File: config.mk
export PLATFORM = sky130hd
export DESIGN_NAME = fcs_completion
export DESIGN_NICKNAME = d
export VERILOG_FILES = /design/src/rtl/fcs_rsp_mem.v /design/src/rtl/fcs_completion.v
export VERILOG_INCLUDE_DIRS = /design/src /design/src/rtl
export SDC_FILE = /design/constraint.sdc
export NUM_CORES = 1
export LEC_CHECK = 0
export BUFFER_PORTS_ARGS = -buffer_cell sky130_fd_sc_hd__clkbuf_2
export CORE_MARGIN = 2
export CORE_UTILIZATION = 40
export DETAILED_ROUTE_END_ITERATION = 16
export PLACE_DENSITY = 0.52
export SYNTH_ARGS = -nofsm -noshare
export SYNTH_HDL_FRONTEND = slang
export SYNTH_SLANG_ARGS = --single-unit
File: constraint.sdc
create_clock -name clk_in -period 4.2 [get_ports clk_in]
set_clock_uncertainty 0.1 [all_clocks]
set_input_delay 0.63 -clock clk_in [delete_from_list [all_inputs] [get_ports clk_in]]
set_output_delay 0.63 -clock clk_in [all_outputs]
set_load 0.05 [all_outputs]
File: src/rtl/fcs_defines.vh
// constants for the completion-state handler
`ifndef FCS_DEFINES_VH
`define FCS_DEFINES_VH
`define FCS_ADDR_STATUS      4'h0
`define FCS_ADDR_DATA        4'h1
`define FCS_ADDR_IRQ_STS     4'h2
`define FCS_ADDR_IRQ_MASK    4'h3
`define FCS_ADDR_RSP_LEN     4'h4
`define FCS_ADDR_CTRL        4'h5
`define FCS_BIT_RESEND       1
`define FCS_BIT_EXEC         5
`define FCS_BIT_AVAIL        4
`define FCS_BIT_HOST_RDY     6
`define FCS_IRQ_GOOD         0
`define FCS_IRQ_AVAIL        1
`define FCS_IRQ_IDLE         2
`define FCS_IRQ_DROP         3
`define FCS_IRQ_W            4
`define FCS_ST_IDLE          3'h0
`define FCS_ST_READY         3'h1
`define FCS_ST_RECEPTION     3'h2
`define FCS_ST_EXECUTION     3'h3
`define FCS_ST_COMPLETION    3'h4
`define FCS_EMPTY_BYTE       8'hFF
`define FCS_RSP_DEPTH        64
`define FCS_PTR_W            6
`endif

File: src/rtl/fcs_rsp_mem.v
// response byte memory with registered read data
`timescale 1ns/1ps
`default_nettype none
module fcs_rsp_mem #(
    parameter DEPTH = 64,
    parameter AW    = 6
) (
    input  wire          clk_in,
    input  wire          wr_en_in,
    input  wire [AW-1:0] wr_addr_in,
    input  wire [7:0]    wr_data_in,
    input  wire [AW-1:0] rd_addr_in,
    output reg  [7:0]    rd_data_out
);
    reg [7:0] mem [0:DEPTH-1];

    always @(posedge clk_in)
    begin
        if (wr_en_in)
            mem[wr_addr_in] <= wr_data_in;
        rd_data_out <= mem[rd_addr_in];
    end
endmodule
`default_nettype wire

File: src/rtl/fcs_completion.v
// completion-state handler of the fifo interface status machine
//
// The address map and the address-and-strobe port are this design's own decisions.
`timescale 1ns/1ps
`default_nettype none
`include "fcs_defines.vh"
module fcs_completion #(
    parameter DEPTH = `FCS_RSP_DEPTH,
    parameter AW    = `FCS_PTR_W
) (
    input  wire          clk_in,
    input  wire          rst_b_in,
    input  wire [3:0]    addr_in,
    input  wire [7:0]    wdata_in,
    input  wire          wr_in,
    input  wire          rd_in,
    output reg  [7:0]    rdata_out,
    input  wire          exec_done_in,
    input  wire          rsp_wr_in,
    input  wire [AW-1:0] rsp_waddr_in,
    input  wire [7:0]    rsp_wdata_in,
    output reg  [2:0]    state_out,
    output wire          response_available_out,
    output wire          irq_out
);
    reg [2:0]    state;
    reg [2:0]    next_state;
    reg          response_available;
    reg          next_response_available;
    reg [AW-1:0] response_read_pointer;
    reg [AW-1:0] next_response_read_pointer;
    reg [AW:0]   rsp_len;
    reg [`FCS_IRQ_W-1:0] irq_sts;
    reg [`FCS_IRQ_W-1:0] irq_mask;
    reg [`FCS_IRQ_W-1:0] irq_set;
    reg          auto_ready;
    wire [7:0]   mem_rdata;

    // one-hot test of the three command fields
    function is_only;
        input [7:0] d;
        input integer b;
        begin
            is_only = d[b] &&
                ((d[`FCS_BIT_RESEND] + d[`FCS_BIT_EXEC] +
                  d[`FCS_BIT_HOST_RDY]) == 1);
        end
    endfunction

    // one write strobe decoded against one register offset
    function wr_hit;
        input       strobe;
        input [3:0] addr;
        input [3:0] target;
        begin
            wr_hit = strobe && (addr == target);
        end
    endfunction

    // status byte: response_available at its field, state in the low bits
    function [7:0] status_byte;
        input       avail;
        input [2:0] st;
        begin
            status_byte = 8'h00;
            status_byte[`FCS_BIT_AVAIL] = avail;
            status_byte[2:0] = st;
        end
    endfunction

    wire sts_wr      = wr_hit(wr_in, addr_in, `FCS_ADDR_STATUS);
    wire data_wr     = wr_hit(wr_in, addr_in, `FCS_ADDR_DATA);
    wire irq_sts_wr  = wr_hit(wr_in, addr_in, `FCS_ADDR_IRQ_STS);
    wire irq_mask_wr = wr_hit(wr_in, addr_in, `FCS_ADDR_IRQ_MASK);
    wire rsp_len_wr  = wr_hit(wr_in, addr_in, `FCS_ADDR_RSP_LEN);
    wire ctrl_wr     = wr_hit(wr_in, addr_in, `FCS_ADDR_CTRL);
    wire data_rd     = rd_in && (addr_in == `FCS_ADDR_DATA);
    wire in_comp     = (state == `FCS_ST_COMPLETION);
    wire pending     = in_comp && response_available;
    wire last_rd     = data_rd && pending &&
                   ({1'b0, response_read_pointer} + {{AW{1'b0}}, 1'b1}
                    >= rsp_len);

    // the memory is addressed with the pointer's next value, so its
    // registered output already holds the byte at the current pointer
    // when a read strobe comes; back-to-back reads need no wait
    fcs_rsp_mem #(
        .DEPTH (DEPTH),
        .AW    (AW)
    ) u_mem (
        .clk_in      (clk_in),
        .wr_en_in    (rsp_wr_in),
        .wr_addr_in  (rsp_waddr_in),
        .wr_data_in  (rsp_wdata_in),
        .rd_addr_in  (next_response_read_pointer),
        .rd_data_out (mem_rdata)
    );

    always @*
    begin
        next_state = state;
        next_response_available = response_available;
        next_response_read_pointer = response_read_pointer;
        irq_set = {`FCS_IRQ_W{1'b0}};
        // execution is owned by the neighbouring states; the finish pulse
        // is taken in any state so a response can never be stranded
        if (exec_done_in)
        begin
            next_state = `FCS_ST_COMPLETION;
            next_response_available = 1'b1;
            next_response_read_pointer = {AW{1'b0}};
            irq_set[`FCS_IRQ_AVAIL] = 1'b1;
        end
        // optional hop from idle straight on to ready, set by the control bit
        else if (state == `FCS_ST_IDLE && auto_ready)
            next_state = `FCS_ST_READY;
        else if (in_comp)
        begin
            if (response_available)
            begin
                // execute_trigger and data writes fall through
                if (last_rd)
                begin
                    next_response_available = 1'b0;
                    irq_set[`FCS_IRQ_GOOD] = 1'b1;
                end
                // pointer may run past the end; a rewind comes with resend
                if (data_rd)
                    next_response_read_pointer =
                        response_read_pointer + {{(AW-1){1'b0}}, 1'b1};
            end
            else if (sts_wr)
            begin
                // multi-field writes are ignored here
                if (is_only(wdata_in, `FCS_BIT_RESEND))
                begin
                    next_response_read_pointer = {AW{1'b0}};
                    next_response_available = 1'b1;
                    irq_set[`FCS_IRQ_AVAIL] = 1'b1;
                end
                else if (is_only(wdata_in, `FCS_BIT_HOST_RDY))
                begin
                    next_state = `FCS_ST_IDLE;
                    irq_set[`FCS_IRQ_IDLE] = 1'b1;
                end
                // execute_trigger alone changes nothing
            end
            else if (data_wr)
                irq_set[`FCS_IRQ_DROP] = 1'b1;
        end
    end

    always @(posedge clk_in or negedge rst_b_in)
    begin
        if (!rst_b_in)
        begin
            state <= `FCS_ST_IDLE;
            response_available <= 1'b0;
            response_read_pointer <= {AW{1'b0}};
            rsp_len <= {(AW+1){1'b0}};
            irq_sts <= {`FCS_IRQ_W{1'b0}};
            irq_mask <= {`FCS_IRQ_W{1'b0}};
            auto_ready <= 1'b0;
            rdata_out <= 8'h00;
            state_out <= `FCS_ST_IDLE;
        end
        else
        begin
            state <= next_state;
            state_out <= next_state;
            response_available <= next_response_available;
            response_read_pointer <= next_response_read_pointer;
            // set wins over a same-cycle write-one clear
            if (irq_sts_wr)
                irq_sts <= (irq_sts & ~wdata_in[`FCS_IRQ_W-1:0]) | irq_set;
            else
                irq_sts <= irq_sts | irq_set;
            if (irq_mask_wr)
                irq_mask <= wdata_in[`FCS_IRQ_W-1:0];
            // the top length bit stays clear: 63 bytes is the longest reply
            if (rsp_len_wr)
                rsp_len <= {1'b0, wdata_in[AW-1:0]};
            if (ctrl_wr)
                auto_ready <= wdata_in[0];
            if (rd_in)
            begin
                case (addr_in)
                    `FCS_ADDR_STATUS:
                        rdata_out <= status_byte(response_available, state);
                    // memory byte only while a response is pending
                    `FCS_ADDR_DATA:
                        rdata_out <= pending ? mem_rdata : `FCS_EMPTY_BYTE;
                    `FCS_ADDR_IRQ_STS:
                        rdata_out <= {{(8-`FCS_IRQ_W){1'b0}}, irq_sts};
                    `FCS_ADDR_IRQ_MASK:
                        rdata_out <= {{(8-`FCS_IRQ_W){1'b0}}, irq_mask};
                    `FCS_ADDR_RSP_LEN:
                        rdata_out <= {{(7-AW){1'b0}}, rsp_len};
                    `FCS_ADDR_CTRL:
                        rdata_out <= {7'h00, auto_ready};
                    default:
                        rdata_out <= 8'h00;
                endcase
            end
            else
                rdata_out <= 8'h00;
        end
    end

    assign response_available_out = response_available;
    // level interrupt, high while any unmasked status bit is set
    assign irq_out = |(irq_sts & irq_mask);
endmodule
`default_nettype wire

==> results by group <==
Outcome
  • Status: completed

Global route
  • Largest net degree at the start of global routing: between 60 and 70
  • First-pass GRT wire length: 88.76 mm
  • GRT Total Usage: 21.01%
  • Initial antenna violation count: 2
  • Vias in the first global route: 13800
  • GRT overflow: 0

Drt
  • DR vias/cell: 5.656
  • DRC viols: 0
  • WL per Instance: 24.23 um
  • Final wirelength: 59.87 mm
  • Initial DRC count: 1445
  • Vias: 13980
  • Antenna viol nets, final: 0
  • Drt first pass iters: 5

Die
  • Top Ports: 45
  • Core area: 0.05499 sq mm
  • Initial core utilization: around two fifths
  • Rows: between 80 and 90
  • Die X-Extent: around 240 um
  • Die H: 239.6 um
  • Area of the die: 0.05739 sq mm

Finish
  • Filler Cells Inserted: 4824
  • Ant. Diodes: 0
  • Area of the multi-input gates: 0.005361 sq mm
  • Area occupied by registers: 0.01634 sq mm
  • Fin cells: 2471
  • Share of cells above drive strength 1: 18.40%
  • Core Util, Final: 47.38%
  • P&R area growth vs syn: 17.37%
  • Layout Nets: about 1700

Placement
  • Port Buffer Count: 42
  • DPL Wire Length: 38.97 mm
  • Placed Instances: 2363
  • Setup WS pre-CTS: -0.2171 ns
  • RePlAce Congestion: approximately 0.85

Pwr
  • Power Density: 446.3 mW/mm^2
  • Static Leak: 8.726 nW
  • Total Power: 11.63 mW
  • Peak supply drop: between 0.0003 and 0.0004 V

Worst setup path
  • Worst-case reg-to-reg path depth: 10
  • Reg2reg start: state[0]$_DFFE_PN0P_
  • Crit path max fanout: 33
  • Worst Path Arrival: ~4.3 ns
  • Slowest cell on crit path: or4_2
  • R2R setup slack: 0.63 ns
  • Crit-path cells: clkbuf_2 -> inv_1 -> fa_1 -> nor4b_2 -> a21oi_1 -> or4_2 -> buf_4 -> buf_4 -> nor3_1 -> a211o_1 -> o22ai_1 -> o21ai_0 -> o311ai_0 -> buf_4
  • CP peak stage delay: roughly 0.74 ns
  • WS Path Type: input pin to register
  • CP startpoint kind: input pin
  • Crit end category: register
  • CP required: 4.62 ns
  • Worst path most repeated cell: buf_4
  • FF-to-FF End: u_mem.rd_data_out[5]$_DFF_P_

Synthesis
  • Sequential fraction of the synthesis area: 73.60%
  • Post-synth EDFFs: 512
  • Yosys cell types: 79
  • Primary FF master, synth: edfxtp_1
  • Asr flop ratio synth: under 10%
  • Ys Warns: 0
  • Cell Area, Synth: 0.02220 sq mm
  • Syn nets: 1575
  • Synth Register Bits: between 500 and 600
  • Syn Area/Cell: 14.46 sq um
  • Post-Syn Instances: 1535

CTS
  • H-Tree Level Count: 2
  • Clk sinks: 552
  • Clk slew on worst S/H paths: 0.06 ns
  • CTS tree: done
  • CTS buffer count: 58
  • Maximum clock path buffer count: 3
  • Setup Fix Bufs, Post-CTS: 0
  • Clock root cell: clkbuf_16
  • Clock latency on the worst-skew pair: 0.62 ns
  • CTS resizes: 0
  • Hold Buf Count CTS: 0

STA
  • Unrepaired setup endpoints after global routing: no
  • F_max: 259.9 MHz
  • Tcrit/Tclk final: 91.62%
  • Slew headroom: 11.90%
  • PnR worst setup slack: 0.3519 ns
  • Final Hold Slack: roughly 0.016 ns
  • Slew @ Worst Pin: 1.322 ns
  • Slew Limit Fails: 0
  • Fin crit period: 3.848 ns
  • Final Hold Vio Count: 0
  • Final setup violation count: 0

Flow run
  • Max-Cap Viols: 0

Hold path
  • Worst Hold Class: input pin to asynchronous set/reset pin
==> cell usage after synthesis, types with 4 or more instances <==
| master | number | area (sq um) |
|---|---|---|
| dfxtp_1 | 8 | 160.2 |
| mux2i_1 | 48 | 480.5 |
| o221ai_1 | 65 | 569.3 |
| clkbuf_1 | 33 | 123.9 |
| nand4_1 | 10 | 62.56 |
| edfxtp_1 | 512 | 15370 |
| o21ai_0 | 39 | 195.2 |
| o211ai_1 | 8 | 60.06 |
| inv_1 | 18 | 67.56 |
| ha_1 | 7 | 87.58 |
| a22o_1 | 4 | 35.03 |
| a22oi_1 | 7 | 52.55 |
| inv_2 | 5 | 18.77 |
| o2111ai_1 | 4 | 35.03 |
| nor2b_1 | 4 | 25.02 |
| o31ai_1 | 6 | 45.04 |
| buf_2 | 43 | 215.2 |
| o22ai_1 | 58 | 362.9 |
| nor3_1 | 59 | 295.3 |
| or3_1 | 12 | 75.07 |
| buf_1 | 12 | 45.04 |
| dfrtp_1 | 32 | 800.8 |
| and2_1 | 5 | 31.28 |
| buf_4 | 7 | 52.55 |
| nand3b_1 | 4 | 30.03 |
| nand2b_1 | 5 | 31.28 |
| nor2_1 | 94 | 352.8 |
| nand2_1 | 176 | 660.6 |
| o21a_1 | 9 | 67.56 |
| a211o_1 | 5 | 43.79 |
| nor4_1 | 16 | 100.1 |
| and3_1 | 9 | 56.30 |
| o22a_1 | 5 | 43.79 |
| nand3_1 | 41 | 205.2 |
| a21oi_1 | 32 | 160.2 |
| a31oi_1 | 46 | 287.8 |
| mux2_2 | 21 | 236.5 |
==> area by class of cell <==
cell class	instances	area share [%]
multi-input combinational	862	20.58
tap	748	3.593
timing repair buffer	177	5.418
sequential	552	62.71
clock inverter	33	1.095
inverter	24	0.3602
clock buffer	75	6.249
==> placed cells by master (no fill, tap or decap), types with 8 or more instances in the layout <==
cell type,netlist,final
nor2_1,94,94
dfrtp_1,32,32
buf_4,7,120
and3_1,9,9
clkbuf_1,33,8
mux2i_1,48,48
clkinv_2,0,15
o21ai_0,39,39
or3_1,12,12
clkbuf_2,0,42
o21a_1,9,9
nand4_1,10,10
nor4_1,16,15
mux2_2,21,21
o211ai_1,8,8
o221ai_1,65,65
o22ai_1,58,58
buf_12,0,15
a31oi_1,46,46
inv_1,18,18
nor3_1,59,59
nand3_1,41,41
edfxtp_1,512,512
a21oi_1,32,32
nand2_1,176,174
clkinv_1,1,9
dfxtp_1,8,8
clkbuf_16,0,60
==> logic make-up after synthesis <==
group,count (synthesis),synth area share [%]
compound gates,322,10.27
xor+xnor,4,0.1579
fa+ha+maj,8,0.4848
buf+inv,121,2.475
flops,552,73.60
mux,71,3.382
other cells,1,0.01690
simple gates,456,9.612
==> routing by layer <==
layer / GRT usage (%) / wire, um
met1: 29.50 / 26800
met2: 32.86 / 27380
met3: 3.642 / 3848
met4: 7.689 / 1809
met5: 0 / 23
==> per-stage QoR <==
stage	cell area (sq um)	TNS [ns]
after floorplan	22200	0
after global placement	24140	-1.197
after detailed placement	24140	-1.355
after CTS	26050	0
after global routing	26050	0
final	26050	0
==> registers in the layout (all words and copies together) (netlist names) <==
register,flops
u_mem.mem,512
rdata_out,8
u_mem.rd_data_out,8
response_read_pointer,6
rsp_len,6
irq_mask,4
irq_sts,4
state,2
auto_ready,1
response_available_out,1
==> worst max-delay path: cells and delay by family <==
| family | cells | cell delay [ns] |
|---|---|---|
| buffers and inverters | 5 | 0.89 |
| AO/OA/AOI/OAI | 5 | 0.99 |
| AND/OR/NAND/NOR | 3 | 1.28 |
| adder cells (fa/ha/maj) | 1 | 0.48 |
==> how the worst max path moves through the flow <==
stage	startpoint	to	slack, ns	cells past startpoint
floorplan	wdata_in[1]	u_mem.rd_data_out[5]$_DFF_P_	0.43	12
global placement	wdata_in[1]	u_mem.rd_data_out[7]$_DFF_P_	-0.20	13
detailed placement	wdata_in[1]	u_mem.rd_data_out[7]$_DFF_P_	-0.22	13
CTS	wdata_in[1]	u_mem.rd_data_out[7]$_DFF_P_	0.41	13
global route	wdata_in[1]	u_mem.rd_data_out[3]$_DFF_P_	0.15	14
finish	wdata_in[1]	u_mem.rd_data_out[3]$_DFF_P_	0.35	14
==> where the power goes <==
part           switching, mW  total, mW  internal (mW)
Combinational          0.286      0.413          0.128
Clock                   2.13       5.11           2.97
Sequential            0.0347       6.11           6.07
Total                   2.45       11.6           9.17
(Power assumes the default switching activity.)
